==> src/hdl/pin_mux_consts.vh <==
// Register map, field positions and reset values of the pin mux block.
`ifndef PIN_MUX_CONSTS_VH
`define PIN_MUX_CONSTS_VH
`define ADDR_DRIVE0      12'h000
`define ADDR_DRIVE1      12'h004
`define ADDR_DRIVE2      12'h008
`define ADDR_FSEL_BASE   12'h010
`define ADDR_IFS         12'h040
`define ADDR_DIR_BASE    12'h050
`define NUM_FSEL         11
`define NUM_PORTS        6
`define FSEL_PFS         10
`define REG_RESET        8'h00
`define DIR_RESET        8'hFF
`define FUNC_KEY         2'h3
`define MASK_SIX         8'h3F
`define MASK_FOUR        8'h0F
`define MASK_IFS         8'h07
`endif

==> src/hdl/pin_mux.v <==
// Drive level and pin function selection registers behind an APB slave.
`timescale 1ns/1ps
`include "pin_mux_consts.vh"
module pin_mux #(
  parameter LARGE = 1
) (
  input  wire        mclk_i,
  input  wire        reset_i,
  input  wire        psel_i,
  input  wire        penable_i,
  input  wire        pwrite_i,
  input  wire [11:0] paddr_i,
  input  wire [31:0] pwdata_i,
  output wire [31:0] prdata_o,
  output wire        pready_o,
  output wire        pslverr_o,
  input  wire [47:0] pin_level_i,
  output wire [95:0] drive_level_o,
  output wire [95:0] func_sel_o,
  output wire [47:0] key_enable_o,
  output wire [47:0] pin_oe_o,
  output wire [47:0] pin_in_o,
  output wire [2:0]  input_source_o
);
  localparam [4:0] NREG    = 3 + `NUM_FSEL + 1 + `NUM_PORTS;
  localparam [4:0] IDX_IFS = 3 + `NUM_FSEL;
  localparam [4:0] IDX_DIR = IDX_IFS + 1;

  // Maps a byte address to a register index; NREG means unmapped.
  function [4:0] decode;
    input [11:0] a;
    begin
      if (a[1:0] != 2'h0) begin
        decode = NREG;
      end else if (a <= `ADDR_DRIVE2) begin
        decode = {3'h0, a[3:2]};
      end else if (a >= `ADDR_FSEL_BASE &&
                   a < `ADDR_FSEL_BASE + 4 * `NUM_FSEL) begin
        decode = 5'h03 + a[6:2] - 5'h04;
      end else if (a == `ADDR_IFS) begin
        decode = IDX_IFS;
      end else if (a >= `ADDR_DIR_BASE &&
                   a < `ADDR_DIR_BASE + 4 * `NUM_PORTS) begin
        decode = IDX_DIR + a[6:2] - 5'h14;
      end else begin
        decode = NREG;
      end
    end
  endfunction

  // Implemented bits per register for the chosen variant.
  function [7:0] wmask;
    input integer i;
    begin
      if (i == 1) begin
        wmask = LARGE ? 8'hFF : `MASK_SIX;
      end else if (i == 2) begin
        wmask = LARGE ? `MASK_SIX : 8'h00;
      end else if (i == 9) begin
        wmask = LARGE ? 8'hFF : `MASK_FOUR;
      end else if (i == 10 || i == 11 || i == 12) begin
        wmask = LARGE ? 8'hFF : 8'h00;
      end else if (i == 3 + `FSEL_PFS) begin
        wmask = LARGE ? `MASK_FOUR : 8'h00;
      end else if (i == IDX_IFS) begin
        wmask = `MASK_IFS;
      end else if (i >= IDX_DIR + 5) begin
        wmask = LARGE ? 8'h03 : 8'h00;
      end else if (i == IDX_DIR + 4) begin
        wmask = LARGE ? 8'hFF : 8'h00;
      end else if (i == IDX_DIR + 3) begin
        wmask = LARGE ? 8'hFF : 8'h03;
      end else begin
        wmask = 8'hFF;
      end
    end
  endfunction

  wire [4:0]      idx = decode(paddr_i);
  wire            hit = (idx != NREG);
  wire            wr  = psel_i & penable_i & pwrite_i & hit;
  wire [8*NREG-1:0] regs;
  reg  [31:0]     prdata_reg;
  reg  [47:0]     pin_meta_reg;
  reg  [47:0]     pin_sync_reg;

  assign pready_o  = 1'b1;
  assign pslverr_o = psel_i & penable_i & ~hit;
  assign prdata_o  = prdata_reg;

  genvar g;
  generate
    for (g = 0; g < NREG; g = g + 1) begin : gen_reg
      // writes act next cycle, reset loads 00, direction registers FF
      reg_cell #(
        .RESET_VAL (g >= IDX_DIR ? `DIR_RESET : `REG_RESET)
      ) u_cell (
        .mclk_i  (mclk_i),
        .reset_i (reset_i),
        .we_i    (wr && idx == g),
        .mask_i  (wmask(g)),
        .wdata_i (pwdata_i[7:0]),
        .q_o     (regs[8*g +: 8])
      );
    end
  endgenerate

  // read back of all selection registers
  always @(posedge mclk_i) begin
    if (reset_i) begin
      prdata_reg <= 32'h00000000;
    end else if (psel_i & ~penable_i & ~pwrite_i) begin
      prdata_reg <= hit ? {24'h000000, regs[8*idx +: 8]} : 32'h00000000;
    end
  end

  // Pin levels come from outside and pass two flip-flops.
  always @(posedge mclk_i) begin
    if (reset_i) begin
      pin_meta_reg <= 48'h000000000000;
      pin_sync_reg <= 48'h000000000000;
    end else begin
      pin_meta_reg <= pin_level_i;
      pin_sync_reg <= pin_meta_reg;
    end
  end

  genvar p;
  generate
    for (p = 0; p < 48; p = p + 1) begin : gen_pin
      wire       hi   = (p % 8) >= 4;
      wire [1:0] lvl;
      if (p < 8) begin : g_a
        assign lvl = hi ? regs[3:2] : regs[1:0];
      end else if (p < 16) begin : g_b
        assign lvl = hi ? regs[7:6] : regs[5:4];
      end else if (p < 24) begin : g_c
        assign lvl = hi ? regs[11:10] : regs[9:8];
      end else if (p < 32) begin : g_d
        assign lvl = (LARGE && hi) ? regs[15:14] : regs[13:12];
      end else if (p < 40) begin : g_e
        assign lvl = hi ? regs[19:18] : regs[17:16];
      end else begin : g_f
        assign lvl = regs[21:20];
      end
      assign drive_level_o[2*p +: 2] = lvl;
      // per-pin function field, code 11 is touch key
      if (p < 44) begin : g_fs
        assign func_sel_o[2*p +: 2] = regs[8*(3 + p/4) + 2*(p%4) +: 2];
      end else begin : g_fz
        // Port F has no select register for pins 4 to 7.
        assign func_sel_o[2*p +: 2] = 2'h0;
      end
      assign key_enable_o[p] = (func_sel_o[2*p +: 2] == `FUNC_KEY);
      // direction 0 drives, 1 reads the pin
      assign pin_oe_o[p] = ~regs[8*IDX_DIR + p];
      assign pin_in_o[p] = regs[8*IDX_DIR + p] & pin_sync_reg[p];
    end
  endgenerate

  // input source selection for shared peripheral inputs
  assign input_source_o = regs[8*IDX_IFS +: 3];
endmodule

==> src/hdl/reg_cell.v <==
// One 8-bit software register with write mask and reset value.
`timescale 1ns/1ps
module reg_cell #(
  parameter [7:0] RESET_VAL = 8'h00
) (
  input  wire       mclk_i,
  input  wire       reset_i,
  input  wire       we_i,
  input  wire [7:0] mask_i,
  input  wire [7:0] wdata_i,
  output reg  [7:0] q_o
);
  always @(posedge mclk_i) begin
    if (reset_i) begin
      q_o <= RESET_VAL;
    end else if (we_i) begin
      q_o <= wdata_i & mask_i;
    end
  end
endmodule

==> config.mk <==
export PLATFORM = sky130hd
export DESIGN_NAME = pin_mux
export DESIGN_NICKNAME = d
export VERILOG_FILES = /design/src/hdl/pin_mux.v /design/src/hdl/reg_cell.v
export VERILOG_INCLUDE_DIRS = /design/src /design/src/hdl
export SDC_FILE = /design/constraint.sdc
export NUM_CORES = 1
export LEC_CHECK = 0
export BUFFER_PORTS_ARGS = -buffer_cell sky130_fd_sc_hd__buf_4
export CAP_MARGIN = 20
export CORE_AREA = 2 2 184 186
export CTS_CLUSTER_SIZE = 8
export DETAILED_ROUTE_END_ITERATION = 10
export DIE_AREA = 0 0 186 188
export GPL_TIMING_DRIVEN = 0
export PLACE_DENSITY = 0.67
export SLEW_MARGIN = 5
export SYNTH_ARGS = -nofsm -noshare
export SYNTH_HDL_FRONTEND = slang
export SYNTH_HIERARCHICAL = 1
export SYNTH_SLANG_ARGS = --single-unit
==> constraint.sdc <==
create_clock -name mclk_i -period 10.3 [get_ports mclk_i]
set_input_delay 0.515 -clock mclk_i [delete_from_list [all_inputs] [get_ports mclk_i]]
set_output_delay 0.515 -clock mclk_i [all_outputs]
set_load 0.01 [all_outputs]
==> results.md, run 1 <==
* Detailed placement HPWL at 36.0 mm
* Clock Power Share at 48.7%
* GP Congestion at 0.907
* Pwr/cell area at 127 nW/µm²
* Reg2reg start: gen_reg[1].u_cell/q_o[5]
* Number of cells after detailed placement at 2556
* Async SR Flop Fraction at 0%
* Capturing point of the worst reg2reg path: prdata_o[5]
* Max Cap Violations at 0
* Hold buffers post-CTS at 0
* CTS tree: yes
* WL/cell at 18.6 µm
* Cts repair resizes at 0
* Die Height at 188 µm
* H-tree levels at 2
* Met2 GRT Util at 46.1%
* Worst EP arrival at 4.03 ns
* Prevailing post-synth register cell: dfxtp_1
* Fill cells at 3099
* Setup crit start kind: input pin
* R2R cell count at 5
* Layout Cell Area excl Fill at 18800 µm²
* # nets final at 2251
* Io pins at 470
* Die X at 186 µm
* Outcome: complete, no violations
* Pin count of the biggest net entering global routing at 30
* Psw at 0.560 mW
* Root Driver: clkbuf_16
* Total power at 2.38 mW
* Std cell rows at 67
* Comb power frac at 6.1%
* Area of the multi-input gates at 7110 µm²
* Slew @ Worst Pin at 1.13 ns
* Routed WL at 48.5 mm
* Final setup violation count at 0
* Worst Hold Path EP: pin_meta_reg[8]
* Fin util at 56.7%
* Fmax at 220 MHz
* Worst setup path class: in -> out
* Placement Setup Slack at 5.44 ns
* Final worst path period need at 4.54 ns
* Post-synthesis register bit count at 272
* Port bufs at 408
* Tot GR Track Use at 26.8%
* Mapped Cells at 1497
* Vias in the first global route at 12000
* Crit Path Max Fanout at 10
* CTS Buf Count at 40
* Layout cells sized above 1 at 34.0%
* Synth cell types at 60
* Post-synth top cells: dfxtp_1, nor2b_1, nand3_1
* Via count at 12700
* Clk Latency, worst-skew pair at 0.53 ns
* Initial Utilization at 40.2%
* Placed Area at 17700 µm²
* Via density at 4.89
* Avg Cell Area, Syn at 8.90 µm²
* Register share of total power at 45.2%
* Starting DRC count in detailed routing at 986
* Maximum VDD drop at 0.109 mV
* Headroom to the max-slew limit at 23.8%
* Die area at 35000 µm²
* Unrepaired setup endpoints after global routing: false
* Switching share of power at 23.5%
* Yosys top cell by area: dfxtp_1
* Final Max Slew Viols at 0
* Yosys top cell area share at 40.9%
* Setup_tns at 0 ns
* Crit path required time at 9.79 ns
* GR peak layer: met2
* DR pass1 iterations at 5
* Core Box Area at 33100 µm²
* Post-layout worst setup margin at 5.76 ns
* Global-route wire length before repair at 71.3 mm
* Worst Hold Depth at 2
* Worst-case clock buffer depth at 3
* Worst-path clk slew at 0.05 ns
* Initial antenna violation count at 0
* Hold WC Path Type: in -> reg
* Clock Skews at 0.0131 ns
* Reg2Reg Setup Slack at 8.68 ns
* LEAKAGE at 8.49 nW
* Drt drc at 0
* Max FFs per register at 168
* Largest cells by area after synthesis: dfxtp_1, nor2b_1, buf_4
* Clock Sinks at 272
* Met3 usage at 6.41%
* Post-synth EDFFs at 0
* Non-Filler Instances at 2603
* YS warnings at 6
* Seq. cell area at 5450 µm²
* Layout area overhead at 40.9%
* Final Hold Fails at 0
* Cell Area, Synth at 13300 µm²
* GRT overflow at 0
* HP Start: pin_level_i[8]
* Most common cell in the netlist: dfxtp_1
* Antenna fix cells at 0
* Final ANT Viol Nets at 0
* Hold Slack at 0.197 ns
* Sequential share of the synthesized area at 40.9%
* Int Pwr at 1.82 mW
* GR Layer Usage met1 at 32.9%
* Final period utilization at 44.1%
* Endpoint type of the worst setup path: primary output
* Setup Buffers After CTS at 0
-- routing by layer --
metal | up-vias | share of wire [%]
met5 | - | 0
met4 | 0 | 3.0
met3 | 90 | 8.9
met2 | 569 | 48
met1 | 5935 | 40
li1 | 6131 | -
-- power by group through the flow --
stage	registers [mW]	clock network, mW	logic, mW
CTS	1.07	1.18	0.144
floorplan	1.09	0	0.0734
global route	1.08	1.22	0.160
detailed placement	1.10	0	0.143
global placement	1.10	0	0.142
finish	1.08	1.16	0.146
-- worst max-delay path by stage --
stage          startpoint                        end
2_1_floorplan  paddr_i[3]  gen_reg[15].u_cell/q_o[3]
3_3_place_gp   paddr_i[3]  gen_reg[15].u_cell/q_o[3]
3_5_place_dp   paddr_i[3]  gen_reg[15].u_cell/q_o[4]
4_1_cts        paddr_i[3]                  pslverr_o
5_1_grt        paddr_i[3]                  pslverr_o
6_report       paddr_i[3]                  pslverr_o
-- cells by family after synthesis --
group	synth area share [%]
AND/OR/NAND/NOR	28.9
AO/OA/AOI/OAI	15.4
flip-flops	40.9
buffers and inverters	11.5
multiplexers	2.92
adder cells (fa/ha/maj)	0.376
other	0.0564
-- layout by cell type (no fill, tap or decap), types with 17 or more instances in the layout --
cell type	instances
a21oi_2	17
nor2_1	33
nand2b_2	90
mux2i_1	22
a311o_1	49
clkbuf_16	40
conb_1	205
clkbuf_1	47
o21ai_0	18
a21oi_1	122
nor2b_1	146
and2_1	95
buf_4	521
nand3_1	131
inv_1	54
dfxtp_1	272
buf_6	21
nand2_1	86
nand2b_1	31
-- layout make-up --
type | count | area share [%]
Sequential cell | 272 | 29.0
Timing Repair Buffer | 408 | 16.3
Clock buffer | 43 | 5.39
Inverter | 54 | 1.08
Multi-Input combinational cell | 1179 | 37.9
Clock inverter | 4 | 0.280
Buffer | 195 | 7.06
Tap cell | 448 | 2.99
-- critical path, cell delays in order --
cell and delay [ns]:
buf_4 0.10, clkbuf_1 0.31, inv_1 0.14, ha_1 0.19, or3b_2 0.20, a22oi_1 0.16, a32oi_1 0.80, clkbuf_1 0.54
nand2_1 0.38, nor3_1 0.49, buf_4 0.21
Power figures use the tool's default switching activity.
==> inputs of run 2 (changes only) <==
--- a/config.mk
+++ b/config.mk
@@ -13,7 +13,7 @@
 export DETAILED_ROUTE_END_ITERATION = 10
 export DIE_AREA = 0 0 186 188
 export GPL_TIMING_DRIVEN = 0
-export PLACE_DENSITY = 0.67
+export PLACE_DENSITY = 0.7
 export SLEW_MARGIN = 5
 export SYNTH_ARGS = -nofsm -noshare
 export SYNTH_HDL_FRONTEND = slang
==> constraint.sdc (replaced) <==
create_clock -name mclk_i -period 3.9 [get_ports mclk_i]
set_input_delay 0.195 -clock mclk_i [delete_from_list [all_inputs] [get_ports mclk_i]]
set_output_delay 0.195 -clock mclk_i [all_outputs]
set_load 0.01 [all_outputs]
==> results.md, run 2 (same netlist as run 1, synthesis figures left out) <==
* Fmax at 266 MHz
* Comb power frac at 6.7% (was 6.1%)
* Tot GR Track Use at 27.6% (was 26.8%)
* Headroom to the max-slew limit at 21.5% (was 23.8%)
* Slew @ Worst Pin at 1.17 ns (was 1.13 ns)
* Root Driver: clkbuf_16 (unchanged)
* Final setup violation count at 0 (unchanged)
* Unrepaired setup endpoints after global routing: false (unchanged)
* Worst EP arrival at 3.56 ns (was 4.03 ns)
* Port bufs at 408 (unchanged)
* Setup Buffers After CTS at 0 (unchanged)
* Drt drc at 0 (unchanged)
* Placement Setup Slack at -0.578 ns (was 5.44 ns)
* Die area at 35000 µm² (unchanged)
* Clock Sinks at 272 (unchanged)
* Die Height at 188 µm (unchanged)
* CTS tree: yes (unchanged)
* Global-route wire length before repair at 73.2 mm (was 71.3 mm)
* GRT overflow at 0 (unchanged)
* Core Box Area at 33100 µm² (unchanged)
* Die X at 186 µm (unchanged)
* Initial antenna violation count at 0 (unchanged)
* Initial Utilization at 40.2% (unchanged)
* Switching share of power at 23.7% (was 23.5%)
* Via density at 4.91 (was 4.89)
* Worst-path clk slew at 0.05 ns (about the same)
* Layout cells sized above 1 at 33.4% (was 34.0%)
* Clk Latency, worst-skew pair at 0.54 ns (was 0.53 ns)
* Psw at 1.51 mW (was 0.560 mW)
* Final period utilization at 96.3%
* Endpoint type of the worst setup path: primary output (unchanged)
* Max FFs per register at 168 (unchanged)
* Via count at 13000 (was 12700)
* Worst-case clock buffer depth at 3 (unchanged)
* Clock Skews at 0.0128 ns (was 0.0131 ns)
* Starting DRC count in detailed routing at 1004 (was 986)
* Final worst path period need at 3.76 ns
* Layout Cell Area excl Fill at 19300 µm² (was 18800 µm²)
* CTS Buf Count at 40 (unchanged)
* Commonest non-fill, non-tap cells in the layout: buf_4, dfxtp_1, conb_1 (unchanged)
* Maximum VDD drop at 0.338 mV (was 0.109 mV)
* Outcome: complete, no violations (unchanged)
* Pin count of the biggest net entering global routing at 30 (unchanged)
* Non-Filler Instances at 2649 (was 2603)
* Std cell rows at 67 (unchanged)
* Total power at 6.37 mW (was 2.38 mW)
* Register share of total power at 44.6% (was 45.2%)
* Final ANT Viol Nets at 0 (unchanged)
* Max Cap Violations at 0 (unchanged)
* Placed Area at 17700 µm² (unchanged)
* # nets final at 2298 (was 2251)
* Int Pwr at 4.86 mW (was 1.82 mW)
* Antenna fix cells at 0 (unchanged)
* Final Max Slew Viols at 0 (unchanged)
* GP Congestion at 0.928 (was 0.907)
* LEAKAGE at 8.71 nW (was 8.49 nW)
* Number of cells after detailed placement at 2556 (unchanged)
* Detailed placement HPWL at 36.4 mm (was 36.0 mm)
* Pwr/cell area at 330 nW/µm² (was 127 nW/µm²)
* WL/cell at 18.8 µm (was 18.6 µm)
* Hold WC Path Type: in -> reg (unchanged)
* Layout area overhead at 44.9% (was 40.9%)
* Clock Power Share at 48.7% (about the same)
* H-tree levels at 2 (unchanged)
* DR pass1 iterations at 5 (unchanged)
* Io pins at 470 (unchanged)
* Routed WL at 49.8 mm (was 48.5 mm)
* Setup crit start kind: input pin (unchanged)
* Vias in the first global route at 12400 (was 12000)
* Post-layout worst setup margin at 0.144 ns (was 5.76 ns)
* Crit path required time at 3.70 ns (was 9.79 ns)
* Final Hold Fails at 0 (unchanged)
* Crit Path Max Fanout at 10 (unchanged)
* Worst setup path class: in -> out (unchanged)
* Most common cell after layout, fill and taps aside: buf_4 (unchanged)
-- run 2: cell types whose count changed in the layout (fill, tap and decap cells not counted), sizes merged --
cell	before	now
clkbuf	87	85
clkinv	1	3
dlygate4sd3	0	48
inv	56	54
-- run 2: power groups by stage --
stage          Sequential (mW)  Combinational (mW)  Clock, mW
4_1_cts                   2.84               0.417       3.15
2_1_floorplan             2.89               0.194          0
6_report                  2.84               0.429       3.11
3_5_place_dp              2.89               0.378          0
5_1_grt                   2.84               0.464       3.28
3_3_place_gp              2.89               0.375          0
-- run 2: final timing paths --
check | startpoint | endpoint | slack [ns] | cells past startpoint
max | paddr_i[3] | pslverr_o | 0.14 | 11
min reg2reg | pin_meta_reg[46] | pin_sync_reg[46] | 0.43 | 1
max reg2reg | gen_reg[1].u_cell/q_o[3] | prdata_o[3] | 2.22 | 5
min | pwdata_i[2] | gen_reg[3].u_cell/q_o[2] | 0.15 | 3
-- run 2: per-stage QoR --
stage / utilization [%] / hold WS (ns) / TNS (ns)
3_3_place_gp: 53.5 / 0.406 / -12.72
2_1_floorplan: - / 0.323 / 0
5_1_grt: 58.3 / 0.134 / 0
6_report: 58.3 / 0.152 / 0
3_5_place_dp: 53.5 / 0.410 / -16.28
4_1_cts: 58.3 / 0.133 / 0
-- run 2: final cells by class --
type                    instances  area [µm²]
flip-flops and latches        272        5450
plain buffers                 194        1320
well taps                     448         561
multi-input cells            1179        7130
clock buffers                  42        1020
fillers                      2885       13800
inverters                      54         203
repair buffers                456        3540
clock inverters                 4        83.8
-- run 2: repair_timing --
action,4_1_cts,5_1_grt
hold endpoints to repair,48,0
hold buffers,48,0
resized for setup,0,3
endpoints found under the setup margin,2,6
-- run 2: critical path, stage by stage --
cell	delay, ns
buf_4	0.10
clkbuf_1	0.33
inv_1	0.14
ha_1	0.20
or3b_2	0.19
a22oi_1	0.18
a32oi_2	0.53
clkbuf_1	0.52
nand2_1	0.37
nor3_1	0.56
buf_4	0.23
-- run 2: per-layer routing --
| layer | vias to the layer above | global-route usage (%) | wire [µm] | share of wire, % |
|---|---|---|---|---|
| li1 | 6214 | - | - | - |
| met1 | 6059 | 33.3 | 19800 | 40 |
| met2 | 618 | 46.6 | 23700 | 48 |
| met3 | 123 | 6.60 | 4330 | 8.7 |
| met4 | 0 | 11.5 | 2000 | 4.0 |
| met5 | - | 0 | 0 | 0 |
